**config.mk**
```make
export PLATFORM = sky130hd
export DESIGN_NAME = adc_sequence_control
export DESIGN_NICKNAME = d
export VERILOG_FILES = /design/src/logic/adc_seq_pkg.sv /design/src/logic/adc_sequence_control.sv
export SDC_FILE = /design/constraint.sdc
export NUM_CORES = 1
export LEC_CHECK = 0
export BUFFER_PORTS_ARGS = -buffer_cell sky130_fd_sc_hd__buf_2
export CAP_MARGIN = 5
export CORE_MARGIN = 2
export CORE_UTILIZATION = 55
export DETAILED_ROUTE_END_ITERATION = 12
export PLACE_DENSITY = 0.77
export SLEW_MARGIN = 10
export SYNTH_ARGS = -nofsm -noshare
export SYNTH_HDL_FRONTEND = slang
export SYNTH_SLANG_ARGS = --single-unit
```
**constraint.sdc**
```tcl
create_clock -name clk_in -period 3.2 [get_ports clk_in]
set_input_delay 0.64 -clock clk_in [delete_from_list [all_inputs] [get_ports clk_in]]
set_output_delay 0.64 -clock clk_in [all_outputs]
set_load 0.01 [all_outputs]
```
**src/logic/adc_seq_pkg.sv**
```systemverilog
// constants for the converter sequencer: register map, fields, resets
// assumes a byte-wide register view placed in the low bits of 32-bit words
//
// Summary of operation
// - control write starts a new sequence
// - write mid-sequence aborts and clears flags
// - length bit: 0 four, 1 eight conversions
// - repeat bit: 0 one sequence, 1 continuous
// - single mode converts one selected input
// - group mode: conversion n to result n
// - group mode ignores low select bits
// - select codes: inputs, reserved, references, test
// - done flag set after first sequence
// - done flag clear: control write, or result 0 access in fast clear mode
// - 3-bit counter shows next result index
// - per-result flag set, held until read
// - fast clear needs no status read first
// - flags writable only in special mode
// - test registers read zero outside special mode
// - approximation bits readable and loadable
// - module reset bit restores reset, keeps power
// - factory test select and output mux bit
// - status byte layout: flag, four zero bits, counter
// - fast clear on any result access
// - sequence complete raises interrupt when enabled
// - power bit low aborts sequence
package adc_seq_pkg;
    // register indices (word offsets); byte address is index times four
    localparam logic [7:0] IDX_STATUS_HI = 8'h66;
    localparam logic [7:0] IDX_DONE_FLAGS = 8'h67;
    localparam logic [7:0] IDX_TEST_HI = 8'h68;
    localparam logic [7:0] IDX_TEST_LO = 8'h69;
    localparam logic [7:0] IDX_SEQ_CTRL = 8'h65;
    localparam logic [7:0] IDX_MODE_CTRL = 8'h62;
    localparam logic [7:0] IDX_RESULT_BASE = 8'h70;
    // sequence control fields
    localparam int CTRL_LEN_BIT = 6;
    localparam int CTRL_REPEAT_BIT = 5;
    localparam int CTRL_GROUP_BIT = 4;
    // mode control fields
    localparam int MODE_PWR_BIT = 7;
    localparam int MODE_FFC_BIT = 6;
    localparam int MODE_IRQ_EN_BIT = 1;
    localparam int MODE_IRQ_FLAG_BIT = 0;
    // test low byte fields
    localparam int TST_RST_BIT = 5;
    localparam int TST_OUT_BIT = 4;
    // status layout
    localparam int STAT_DONE_BIT = 7;
    // reset values
    localparam logic [7:0] SEQ_CTRL_RESET = 8'h00;
    localparam logic [7:0] MODE_CTRL_RESET = 8'h00;
    localparam logic [9:0] APPROX_RESET = 10'h000;
    // timing: cycles per conversion (stand-in for the analog sequencer)
    localparam int CONV_TIME_NS = 500;
    localparam int CLK_PERIOD_NS = 25;
    localparam int CONV_CYCLES = (CONV_TIME_NS + CLK_PERIOD_NS - 1)
        / CLK_PERIOD_NS;
    // channel codes
    localparam logic [3:0] CH_HIGH_REF = 4'hc;
    localparam logic [3:0] CH_LOW_REF = 4'hd;
    localparam logic [3:0] CH_MID_REF = 4'he;
    localparam logic [3:0] CH_TEST = 4'hf;

    typedef enum logic [0:0] {
        SEQ_IDLE = 1'b0,
        SEQ_RUN = 1'b1
    } seq_state_t;
endpackage

```
**src/logic/adc_sequence_control.sv**
```systemverilog
// converter sequencer: control, status, result and test registers
// assumes an Avalon-MM master and an analog core that returns a 10-bit
// result on conv_result_in at the end of each CONV_CYCLES_P-cycle conversion
//
// Decided for this implementation: the Avalon-MM slave port.
`timescale 1ns/1ps
module adc_sequence_control
    import adc_seq_pkg::*;
#(
    parameter int CONV_CYCLES_P = CONV_CYCLES
) (
    input wire logic clk_in,
    input wire logic arst_n_in,
    input wire logic [7:0] avs_address_in,
    input wire logic avs_read_in,
    input wire logic avs_write_in,
    input wire logic [31:0] avs_writedata_in,
    input wire logic [3:0] avs_byteenable_in,
    output logic [31:0] avs_readdata_out,
    output logic avs_waitrequest_out,
    input wire logic special_mode_in,
    input wire logic [9:0] conv_result_in,
    output logic [3:0] conv_channel_out,
    output logic conv_active_out,
    output logic [3:0] factory_test_sel_out,
    output logic test_mux_out,
    output logic seq_irq_out
);
    seq_state_t state_reg;
    logic [7:0] seq_ctrl_reg;
    logic [7:0] mode_ctrl_reg;
    logic seq_done_flag_reg;
    logic first_done_reg;
    logic [2:0] conv_position_reg;
    logic [7:0] result_done_flags_reg;
    logic [7:0] status_seen_reg;
    logic [9:0] approx_bits_reg;
    logic [5:0] test_lo_reg;
    logic [15:0] timer_reg;
    logic [9:0] result_mem [8];
    logic ack_reg;
    logic [31:0] rdata_reg;

    // one-cycle wait state: a request is answered the cycle after it rises
    logic req;
    logic rd_hit;
    logic wr_hit;
    logic [7:0] wbyte;
    logic [7:0] idx;
    assign req = (avs_read_in | avs_write_in) & ~ack_reg;
    assign avs_waitrequest_out = req;
    assign rd_hit = avs_read_in & ack_reg;
    assign wr_hit = avs_write_in & ack_reg & avs_byteenable_in[0];
    assign wbyte = avs_writedata_in[7:0];
    assign idx = avs_address_in;

    // index of a result register, or 4'h8 when not a result address
    function automatic logic [3:0] result_index(input logic [7:0] a);
        if (a >= IDX_RESULT_BASE && a < IDX_RESULT_BASE + 8'h08) begin
            result_index = {1'b0, a[2:0]};
        end else begin
            result_index = 4'h8;
        end
    endfunction

    logic seq_wr;
    logic module_rst;
    logic pwr_off;
    logic conv_end;
    logic [3:0] rd_res;
    logic seq_len_last;
    assign seq_wr = wr_hit && idx == IDX_SEQ_CTRL;
    assign module_rst = test_lo_reg[TST_RST_BIT];
    assign pwr_off = ~mode_ctrl_reg[MODE_PWR_BIT];
    assign conv_end = state_reg == SEQ_RUN
        && timer_reg == 16'(CONV_CYCLES_P - 1);
    assign rd_res = (ack_reg && (avs_read_in || avs_write_in))
        ? result_index(idx) : 4'h8;
    assign seq_len_last = seq_ctrl_reg[CTRL_LEN_BIT]
        ? (conv_position_reg == 3'h7) : (conv_position_reg == 3'h3);

    // bus handshake: ack toggles so every request waits exactly one cycle
    always_ff @(posedge clk_in or negedge arst_n_in) begin
        if (!arst_n_in) begin
            ack_reg <= 1'b0;
        end else begin
            ack_reg <= req;
        end
    end

    // channel in use; group mode replaces low select bits by the counter
    logic [3:0] chan;
    always_comb begin
        if (seq_ctrl_reg[CTRL_GROUP_BIT]) begin
            if (seq_ctrl_reg[CTRL_LEN_BIT]) begin
                chan = {seq_ctrl_reg[3], conv_position_reg};
            end else begin
                chan = {seq_ctrl_reg[3:2], conv_position_reg[1:0]};
            end
        end else begin
            chan = seq_ctrl_reg[3:0];
        end
    end

    // sequencer: start on control write, abort on power-off or reset bit
    always_ff @(posedge clk_in or negedge arst_n_in) begin
        if (!arst_n_in) begin
            state_reg <= SEQ_IDLE;
            timer_reg <= 16'h0000;
            conv_position_reg <= 3'h0;
        end else if (module_rst || pwr_off) begin
            state_reg <= SEQ_IDLE;
            timer_reg <= 16'h0000;
            conv_position_reg <= 3'h0;
        end else if (seq_wr) begin
            state_reg <= SEQ_RUN;
            timer_reg <= 16'h0000;
            conv_position_reg <= 3'h0;
        end else begin
            case (state_reg)
                SEQ_IDLE: begin
                    timer_reg <= 16'h0000;
                end
                SEQ_RUN: begin
                    if (conv_end) begin
                        timer_reg <= 16'h0000;
                        if (seq_len_last) begin
                            conv_position_reg <= 3'h0;
                            if (!seq_ctrl_reg[CTRL_REPEAT_BIT]) begin
                                state_reg <= SEQ_IDLE;
                            end
                        end else begin
                            conv_position_reg <= conv_position_reg + 3'h1;
                        end
                    end else begin
                        timer_reg <= timer_reg + 16'h0001;
                    end
                end
                default: state_reg <= SEQ_IDLE;
            endcase
        end
    end

    // result store follows the counter in both modes
    always_ff @(posedge clk_in) begin
        if (conv_end) begin
            result_mem[conv_position_reg] <= conv_result_in;
        end
    end

    // control registers; power bit survives the module reset bit
    always_ff @(posedge clk_in or negedge arst_n_in) begin
        if (!arst_n_in) begin
            seq_ctrl_reg <= SEQ_CTRL_RESET;
            mode_ctrl_reg <= MODE_CTRL_RESET;
        end else if (module_rst) begin
            seq_ctrl_reg <= SEQ_CTRL_RESET;
            mode_ctrl_reg <= MODE_CTRL_RESET
                | (mode_ctrl_reg & (8'h01 << MODE_PWR_BIT));
        end else begin
            if (seq_wr) begin
                seq_ctrl_reg <= wbyte;
            end
            if (wr_hit && idx == IDX_MODE_CTRL) begin
                mode_ctrl_reg[7:1] <= wbyte[7:1];
            end
            // irq flag is read-only; set on completion, cleared by new start
            if (conv_end && seq_len_last
                && mode_ctrl_reg[MODE_IRQ_EN_BIT]) begin
                mode_ctrl_reg[MODE_IRQ_FLAG_BIT] <= 1'b1;
            end else if (seq_wr) begin
                mode_ctrl_reg[MODE_IRQ_FLAG_BIT] <= 1'b0;
            end
        end
    end

    // sequence-done flag; control write and reset bit beat set, set beats the other clears
    logic seq_finish;
    assign seq_finish = conv_end && seq_len_last && !first_done_reg;
    always_ff @(posedge clk_in or negedge arst_n_in) begin
        if (!arst_n_in) begin
            seq_done_flag_reg <= 1'b0;
            first_done_reg <= 1'b0;
        end else if (module_rst) begin
            seq_done_flag_reg <= 1'b0;
            first_done_reg <= 1'b0;
        end else if (seq_wr) begin
            seq_done_flag_reg <= 1'b0;
            first_done_reg <= 1'b0;
        end else if (seq_finish) begin
            seq_done_flag_reg <= 1'b1;
            first_done_reg <= 1'b1;
        end else if (special_mode_in && wr_hit && idx == IDX_STATUS_HI) begin
            seq_done_flag_reg <= wbyte[STAT_DONE_BIT];
        end else if (mode_ctrl_reg[MODE_FFC_BIT] && rd_res == 4'h0) begin
            seq_done_flag_reg <= 1'b0;
        end
    end

    // per-result flags; status read arms the normal-mode clear
    genvar g;
    generate
        for (g = 0; g < 8; g++) begin : g_flag
            logic set_now;
            logic clr_now;
            assign set_now = conv_end && conv_position_reg == 3'(g);
            assign clr_now = rd_res == 4'(g) && result_done_flags_reg[g]
                && (mode_ctrl_reg[MODE_FFC_BIT] || status_seen_reg[g]);
            always_ff @(posedge clk_in or negedge arst_n_in) begin
                if (!arst_n_in) begin
                    result_done_flags_reg[g] <= 1'b0;
                    status_seen_reg[g] <= 1'b0;
                end else if (module_rst || seq_wr) begin
                    result_done_flags_reg[g] <= 1'b0;
                    status_seen_reg[g] <= 1'b0;
                end else if (set_now) begin
                    result_done_flags_reg[g] <= 1'b1;
                    status_seen_reg[g] <= 1'b0;
                end else if (special_mode_in && wr_hit
                    && idx == IDX_DONE_FLAGS) begin
                    result_done_flags_reg[g] <= wbyte[g];
                end else if (clr_now) begin
                    result_done_flags_reg[g] <= 1'b0;
                    status_seen_reg[g] <= 1'b0;
                end else if (rd_hit && (idx == IDX_DONE_FLAGS
                    || idx == IDX_STATUS_HI)) begin
                    status_seen_reg[g] <= result_done_flags_reg[g];
                end
            end
        end
    endgenerate

    // test registers: only special mode may write them; each conversion end loads approx_bits_reg
    always_ff @(posedge clk_in or negedge arst_n_in) begin
        if (!arst_n_in) begin
            approx_bits_reg <= APPROX_RESET;
            test_lo_reg <= 6'h00;
        end else if (module_rst) begin
            approx_bits_reg <= APPROX_RESET;
            test_lo_reg <= 6'h00;
        end else begin
            if (conv_end) begin
                approx_bits_reg <= conv_result_in;
            end else if (special_mode_in && wr_hit
                && idx == IDX_TEST_HI) begin
                approx_bits_reg[9:2] <= wbyte;
            end else if (special_mode_in && wr_hit
                && idx == IDX_TEST_LO) begin
                approx_bits_reg[1:0] <= wbyte[7:6];
            end
            if (special_mode_in && wr_hit && idx == IDX_TEST_LO) begin
                test_lo_reg <= wbyte[5:0];
            end
        end
    end

    // read mux; unmapped indices and guarded test bytes read as zero
    logic [7:0] rbyte;
    always_comb begin
        rbyte = 8'h00;
        if (idx == IDX_STATUS_HI) begin
            rbyte = {seq_done_flag_reg, 4'h0, conv_position_reg};
        end else if (idx == IDX_DONE_FLAGS) begin
            rbyte = result_done_flags_reg;
        end else if (idx == IDX_TEST_HI && special_mode_in) begin
            rbyte = approx_bits_reg[9:2];
        end else if (idx == IDX_TEST_LO && special_mode_in) begin
            rbyte = {approx_bits_reg[1:0], test_lo_reg};
        end else if (idx == IDX_SEQ_CTRL) begin
            rbyte = seq_ctrl_reg;
        end else if (idx == IDX_MODE_CTRL) begin
            rbyte = mode_ctrl_reg;
        end else if (result_index(idx) != 4'h8) begin
            rbyte = result_mem[idx[2:0]][9:2];
        end
    end

    always_ff @(posedge clk_in or negedge arst_n_in) begin
        if (!arst_n_in) begin
            rdata_reg <= 32'h0000_0000;
        end else if (avs_read_in && !ack_reg) begin
            rdata_reg <= {24'h00_0000, rbyte};
        end
    end
    assign avs_readdata_out = rdata_reg;

    // outward signals
    assign conv_channel_out = chan;
    assign conv_active_out = state_reg == SEQ_RUN;
    assign factory_test_sel_out = test_lo_reg[3:0];
    assign test_mux_out = test_lo_reg[TST_OUT_BIT];
    assign seq_irq_out = mode_ctrl_reg[MODE_IRQ_FLAG_BIT];

    a_seq_start: assert property (@(posedge clk_in) disable iff (!arst_n_in)
        seq_wr && !module_rst && mode_ctrl_reg[MODE_PWR_BIT]
        |=> conv_active_out && conv_position_reg == 3'h0)
        else $error("control write did not start a sequence");
    a_abort_flags: assert property (@(posedge clk_in) disable iff (!arst_n_in)
        seq_wr |=> result_done_flags_reg == 8'h00)
        else $error("flags not cleared on restart");
    a_len_four: assert property (@(posedge clk_in) disable iff (!arst_n_in)
        !seq_ctrl_reg[CTRL_LEN_BIT] |-> conv_position_reg < 3'h4)
        else $error("four-length sequence overran");
    a_single_halt: assert property (@(posedge clk_in)
        disable iff (!arst_n_in)
        conv_end && seq_len_last && !seq_ctrl_reg[CTRL_REPEAT_BIT]
        && !seq_wr && !pwr_off && !module_rst |=> !conv_active_out)
        else $error("single sequence did not halt");
    a_single_chan: assert property (@(posedge clk_in) disable iff (!arst_n_in)
        !seq_ctrl_reg[CTRL_GROUP_BIT]
        |-> conv_channel_out == seq_ctrl_reg[3:0])
        else $error("single mode channel wrong");
    a_done_set: assert property (@(posedge clk_in) disable iff (!arst_n_in)
        seq_finish && !seq_wr && !module_rst |=> seq_done_flag_reg)
        else $error("sequence-done flag not set");
    a_flag_set: assert property (@(posedge clk_in) disable iff (!arst_n_in)
        conv_end && !seq_wr && !module_rst
        |=> result_done_flags_reg[$past(conv_position_reg)])
        else $error("result flag not set");
    a_test_zero: assert property (@(posedge clk_in) disable iff (!arst_n_in)
        ack_reg && avs_read_in && !special_mode_in
        && (idx == IDX_TEST_HI || idx == IDX_TEST_LO)
        |-> avs_readdata_out == 32'h0000_0000)
        else $error("test register readable outside special mode");
endmodule

```
==> flow_summary_export.csv, run 1 <==
group,metric,value,unit
placement,place_congestion,0.947,
placement,dp.final_hpwl,14400,um
detailed_routing,routed_wirelength,20600,um
die,chip_width,119,um
timing,tns,0,ns
detailed_routing,wl_met2,9660,um
clock_network,htreeDepth,4,
die,die_height,119,um
synthesis,syn_avg_cell_area,11.1,um^2
clock_network,numClockSinks,143,
synthesis,netlist_area_before_placement,7310,um^2
timing,clock_skew,0.00788,ns
synthesis,postSynth.asyncResetShare,0.552,
die,die_area,14200,um^2
die,num_io_pins,103,
synthesis,postSynth.topFlopCell,"dfrtp_1",
detailed_routing,met3RoutedLength,1930,um
grt,overall_global_routing_usage,0.297,
timing,final_max_slew_viol_count,0,
critical_path,worst_r2r_path_depth,7,
synthesis,synth.lib_cells_used.distinct,75,
timing,rsz0062_at_grt,"no",
final_layout,area_delta_synth_final,13.7,%
grt,grt-ovfl-total,0,
grt,number_of_antenna_violations_at_the_first_check_in_global_routing,0,
critical_path,timing.critical_path.to_type,"flip-flop",
timing,timing.final.hold_violations,0,
critical_path,timing.critical_path.required,3.51,ns
critical_path,cp.arrival,2.82,ns
hold_path,hold_path.class,"in2async",
power_and_ir_drop,total_leakage_power,3.31,nW
critical_path,timing.rr.end,"result_mem[0][8]$_DFFE_PP_",
synthesis,synth_enable_flop_cells,64,
critical_path,worst-path-max-fanout,26,
final_layout,layout.cell_area.non_filler,8310,um^2
final_layout,diodes,0,
clock_network,clk_root_buffer_cell,"clkbuf_16",
detailed_routing,wire_per_inst,22.8,um
synthesis,synth_seq_area_share,0.533,
clock_network,worstSkewPairLatency,0.43,ns
final_layout,final_common_cell,"dfrtp_1",
grt,grt_start_max_net_pins,80,
synthesis,syn_inst,657,
placement,placed_cells,872,
critical_path,timing_worst_setup_path_type,"in2reg",
placement,post_dp_cell_area,7690,um^2
detailed_routing,highest_layer,"met4",
status,result_of_the_run,"completed",
die,rows,42,
grt,first_pass_grt_wire_length,31300,um
timing,setup-violations-final,0,
grt,vias_in_the_first_global_route,5416,
critical_path,critical_path_cell_by_cell,"buf_2 -> nor3b_1 -> and3_1 -> nand2_2 -> nor2_1 -> mux2_2",
timing,maximum_frequency_from_static_timing_analysis,0.399,GHz
detailed_routing,antenna_left,0,
timing,hold_ws,0.378,ns
power_and_ir_drop,ir_worst_vdd,425,uV
critical_path,critPathTopFamily,"simple AND/OR/NAND/NOR gates",
clock_network,clkTransAtPathRegs,0.06,ns
critical_path,timing.rr.start,"timer_reg[0]$_DFF_PN0_",
clock_network,cts_post_setup_buffers_inserted,0,
final_layout,largest_register_ff_count,64,
critical_path,critPathBufInv,1,
power_and_ir_drop,power-per-cell-area,515,nW/um^2
final_layout,finish.net_count,781,
detailed_routing,vias,5797,
timing,fin_crit_sh,0.784,
clock_network,postCtsResizedCells,0,
clock_network,number_of_clock_buffers_inserted_by_tritoncts,17,
critical_path,slowest_delay,0.62,ns
power_and_ir_drop,finalPower,4.28,mW
final_layout,most-common-layout-cells,"dfrtp_1 (79), nand2_1 (75), edfxtp_1 (64)",
detailed_routing,detail_route.wirelength.met1,8190,um
placement,number_of_buffers_inserted_by_port_buffering,51,
final_layout,post_route_cells_drive_above_1_share,0.203,
timing,worst_pin_slew,1.03,ns
die,floorplan.initialDensity,0.557,
critical_path,flop_to_flop_setup_slack,0.82,ns
clock_network,tritoncts_clock_tree,"yes",
synthesis,yosysWarningCount,0,
critical_path,cp-start-kind,"input pin",
flow_run,maxCapViolCount,0,
detailed_routing,drc_errors,0,
detailed_routing,drt-initial-drc-count,699,
final_layout,final-instance-count-excl-fill,904,
clock_network,holdBufCountCts,0,
die,placeableCoreArea,13100,um^2
clock_network,max-clock-path-buffers,2,
critical_path,critical-path-slowest-cell,"nor3b_1",
timing,maxSlewHeadroom,0.313,
detailed_routing,routed_via_density,6.41,
timing,min_period,2.51,ns
synthesis,yosys_register_bits,143,
detailed_routing,detail_route.first_pass.iterations,7,
-- logic make-up (layout without fill, tap and decap cells) --
logic type,after synthesis,count (layout),synth area share
xor+xnor,14,14,0.0168
buf+inv,71,119,0.0570
flops,143,143,0.533
simple gates,242,242,0.168
other cells,1,24,0.000513
mux,46,46,0.0881
compound gates,133,133,0.125
fa+ha+maj,7,7,0.0120
-- area by class of cell --
type,count,area [um^2]
inverters,11,41.3
fillers,1031,4820
repair buffers,76,445
well taps,176,220
multi-input cells,466,3090
flip-flops and latches,143,3900
clock inverters,15,198
clock buffers,17,425
-- power breakdown --
part           total [mW]  switching, mW  leakage (nW)  internal [mW]
Sequential           1.95         0.0161          1.65           1.94
Clock                2.09          0.840         0.305           1.25
Combinational       0.235          0.159          1.35         0.0767
Total                4.28           1.02          3.31           3.27
-- stage by stage --
stage,setup slack [ns],utilization
finish,0.691,0.633
global route,0.493,0.633
detailed placement,0.284,0.585
CTS,0.712,0.633
global placement,0.343,0.585
floorplan,0.818,-
-- cell usage after synthesis (14+ instances only) --
cell type,number,area [um^2]
a21oi_1,36,180
buf_4,32,240
clkbuf_1,14,52.6
dfrtp_1,79,1980
edfxtp_1,64,1920
mux2i_1,25,250
mux4_2,14,315
nand2_1,75,282
nand3_1,24,120
nor2_1,58,218
nor3_1,19,95.1
o21ai_0,20,100
-- routing by layer --
| layer | GRT usage | vias up |
|---|---|---|
| met1 | 0.408 | 2856 |
| met4 | 0.138 | 0 |
| met2 | 0.454 | 361 |
| met5 | 0 | - |
| met3 | 0.0642 | 71 |
| li1 | - | 2509 |
-- how the worst max path moves through the flow --
stage                           startpoint                         endpoint  slack [ns]  cells after the start
finish                   avs_address_in[0]     mode_ctrl_reg[7]$_DFFE_PN0P_        0.69                      6
global route             avs_address_in[0]           timer_reg[9]$_DFF_PN0_        0.49                      6
CTS                      avs_address_in[0]           timer_reg[4]$_DFF_PN0_        0.71                      6
detailed placement       avs_address_in[0]          timer_reg[13]$_DFF_PN0_        0.28                      6
global placement         avs_address_in[0]  avs_readdata_out[1]$_DFFE_PN0P_        0.34                      6
floorplan           timer_reg[0]$_DFF_PN0_       result_mem[4][2]$_DFFE_PP_        0.82                      6
Power figures use the tool's default switching activity.
==> run 2: changes to the inputs <==
--- a/config.mk
+++ b/config.mk
@@ -8,9 +8,9 @@
 export BUFFER_PORTS_ARGS = -buffer_cell sky130_fd_sc_hd__buf_2
 export CAP_MARGIN = 5
 export CORE_MARGIN = 2
-export CORE_UTILIZATION = 55
+export CORE_UTILIZATION = 52
 export DETAILED_ROUTE_END_ITERATION = 12
-export PLACE_DENSITY = 0.77
+export PLACE_DENSITY = 0.76
 export SLEW_MARGIN = 10
 export SYNTH_ARGS = -nofsm -noshare
 export SYNTH_HDL_FRONTEND = slang
==> constraint.sdc (replaced) <==
create_clock -name clk_in -period 2.1 [get_ports clk_in]
set_input_delay 0.42 -clock clk_in [delete_from_list [all_inputs] [get_ports clk_in]]
set_output_delay 0.42 -clock clk_in [all_outputs]
set_load 0.01 [all_outputs]
==> run 2 against run 1 <==
Register-to-register slack got worse by 0.69 ns. Final cell count rose by 7.2%. Worst setup slack got worse by 0.56 ns. Sequential cell count did not move. First-iteration DRC count rose by 23%. Critical endpoint is now result_mem[0][8]$_DFFE_PP_. Clock power rose by 28%.
==> flow_summary_export.csv, run 2 (same netlist as run 1, synthesis figures left out) <==
group,metric,value,unit
status,result_of_the_run,"completed",
final_layout,area_delta_synth_final,20.0,%
critical_path,timing.critical_path.required,2.22,ns
final_layout,final-instance-count-excl-fill,969,
critical_path,worst-path-max-fanout,8,
timing,timing.final.hold_violations,0,
final_layout,largest_register_ff_count,64,
clock_network,numClockSinks,143,
final_layout,finish.net_count,843,
die,rows,43,
clock_network,clkTransAtPathRegs,0.06,ns
timing,worst_pin_slew,0.655,ns
grt,grt-ovfl-total,0,
critical_path,cp-start-kind,"flip-flop",
timing,maximum_frequency_from_static_timing_analysis,0.508,GHz
placement,dp.final_hpwl,15400,um
critical_path,critical_path_cell_by_cell,"nor4b_1 -> and4_4 -> nand2_1 -> nor3_2 -> buf_4",
detailed_routing,routed_wirelength,21100,um
detailed_routing,vias,5894,
final_layout,most-common-layout-cells,"buf_4 (82), dfrtp_1 (79), nand2_1 (75)",
detailed_routing,drc_errors,0,
timing,final_max_slew_viol_count,0,
power_and_ir_drop,power-per-cell-area,689,nW/um^2
critical_path,critPathTopFamily,"simple AND/OR/NAND/NOR gates",
placement,placement.setup.worst_slack,-0.189,ns
timing,rsz0062_at_grt,"no",
die,chip_width,123,um
die,die_area,15000,um^2
clock_network,htreeDepth,4,
placement,placed_cells,937,
placement,number_of_buffers_inserted_by_port_buffering,51,
clock_network,number_of_clock_buffers_inserted_by_tritoncts,17,
critical_path,timing_worst_setup_path_type,"reg2reg",
detailed_routing,antenna_left,0,
grt,number_of_antenna_violations_at_the_first_check_in_global_routing,1,
flow_run,maxCapViolCount,0,
clock_network,clk_root_buffer_cell,"clkbuf_16",
critical_path,flop_to_flop_setup_slack,0.13,ns
critical_path,critPathBufInv,1,
timing,min_period,1.97,ns
grt,grt_start_max_net_pins,47,
final_layout,post_route_cells_drive_above_1_share,0.271,
hold_path,hold_path.class,"in2reg",
grt,vias_in_the_first_global_route,5749,
critical_path,critical-path-slowest-cell,"nor4b_1",
final_layout,final.fill_count,1061,
clock_network,cts_post_setup_buffers_inserted,0,
die,die_height,123,um
timing,maxSlewHeadroom,0.563,
die,floorplan.initialDensity,0.529,
clock_network,worstSkewPairLatency,0.42,ns
critical_path,cp.arrival,2.09,ns
detailed_routing,wire_per_inst,21.8,um
critical_path,slowest_delay,0.41,ns
grt,first_pass_grt_wire_length,32200,um
detailed_routing,detail_route.first_pass.iterations,7,
final_layout,final_core_utilization,0.635,
power_and_ir_drop,ir_worst_vdd,573,uV
timing,layout_setup_ws,0.132,ns
grt,overall_global_routing_usage,0.294,
power_and_ir_drop,total_leakage_power,3.60,nW
timing,setup-violations-final,0,
clock_network,max-clock-path-buffers,2,
final_layout,final_common_cell,"buf_4",
detailed_routing,routed_via_density,6.08,
final_layout,diodes,0,
timing,clock_skew,0.00546,ns
timing,fin_crit_sh,0.937,
placement,place_congestion,1.06,
detailed_routing,drt-initial-drc-count,863,
clock_network,tritoncts_clock_tree,"yes",
critical_path,timing.critical_path.to_type,"flip-flop",
die,placeableCoreArea,13800,um^2
die,num_io_pins,103,
[run 2: worst paths after layout]
check,from,to,depth (start not counted)
min in group asynchronous,arst_n_in,avs_readdata_out[0]$_DFFE_PN0P_,2
max in group asynchronous,arst_n_in,avs_readdata_out[4]$_DFFE_PN0P_,3
worst max-delay path,timer_reg[8]$_DFF_PN0_,result_mem[0][8]$_DFFE_PP_,5
worst min register to register,timer_reg[0]$_DFF_PN0_,timer_reg[0]$_DFF_PN0_,1
worst max register to register,timer_reg[8]$_DFF_PN0_,result_mem[0][8]$_DFFE_PP_,5
worst min-delay path,conv_result_in[5],result_mem[0][5]$_DFFE_PP_,1
[run 2: worst reg2reg max path, cell delays in order (launching register included)]
cell     delay, ns
dfrtp_1       0.40
nor4b_1       0.41
and4_4        0.35
nand2_1       0.13
nor3_2        0.14
buf_4         0.24
[run 2: layout make-up]
type	count	area [um^2]	area share
Tap cell	180	225	0.0256
Timing Repair Buffer	138	976	0.111
Inverter	11	41.3	0.00470
Clock inverter	14	95.1	0.0108
Multi-Input combinational cell	466	3120	0.355
Clock buffer	17	425	0.0484
Sequential cell	143	3900	0.444
[run 2: through the flow]
stage               TNS, ns  cell area (um^2)  power (mW)  hold slack (ns)
floorplan             -3.40              7410        3.25            0.124
global placement      -2.14              8230        3.42            0.407
detailed placement    -2.61              8230        3.43            0.415
CTS                       0              8760        6.07            0.277
global route              0              8780        6.23            0.300
finish                    0              8780        6.05            0.295
[run 2: per-layer routing]
metal / up-vias / share of wire / track usage
met4: 2 / 0.060 / 0.172
li1: 2627 / - / -
met5: - / 0.00052 / 0
met1: 2862 / 0.40 / 0.382
met3: 86 / 0.073 / 0.0674
met2: 317 / 0.47 / 0.454
[run 2: timing repair]
| item | CTS | global route |
|---|---|---|
| hold endpoints to repair | 33 | 0 |
| resized for setup | 1 | 4 |
| hold buffers | 1 | 0 |
| setup endpoints to repair | 56 | 72 |
[run 2: where the power goes]
part | leakage, nW | internal (mW) | switching [mW]
clock | 0.253 | 1.50 | 1.17
combinational | 1.69 | 0.153 | 0.250
sequential | 1.65 | 2.95 | 0.0245
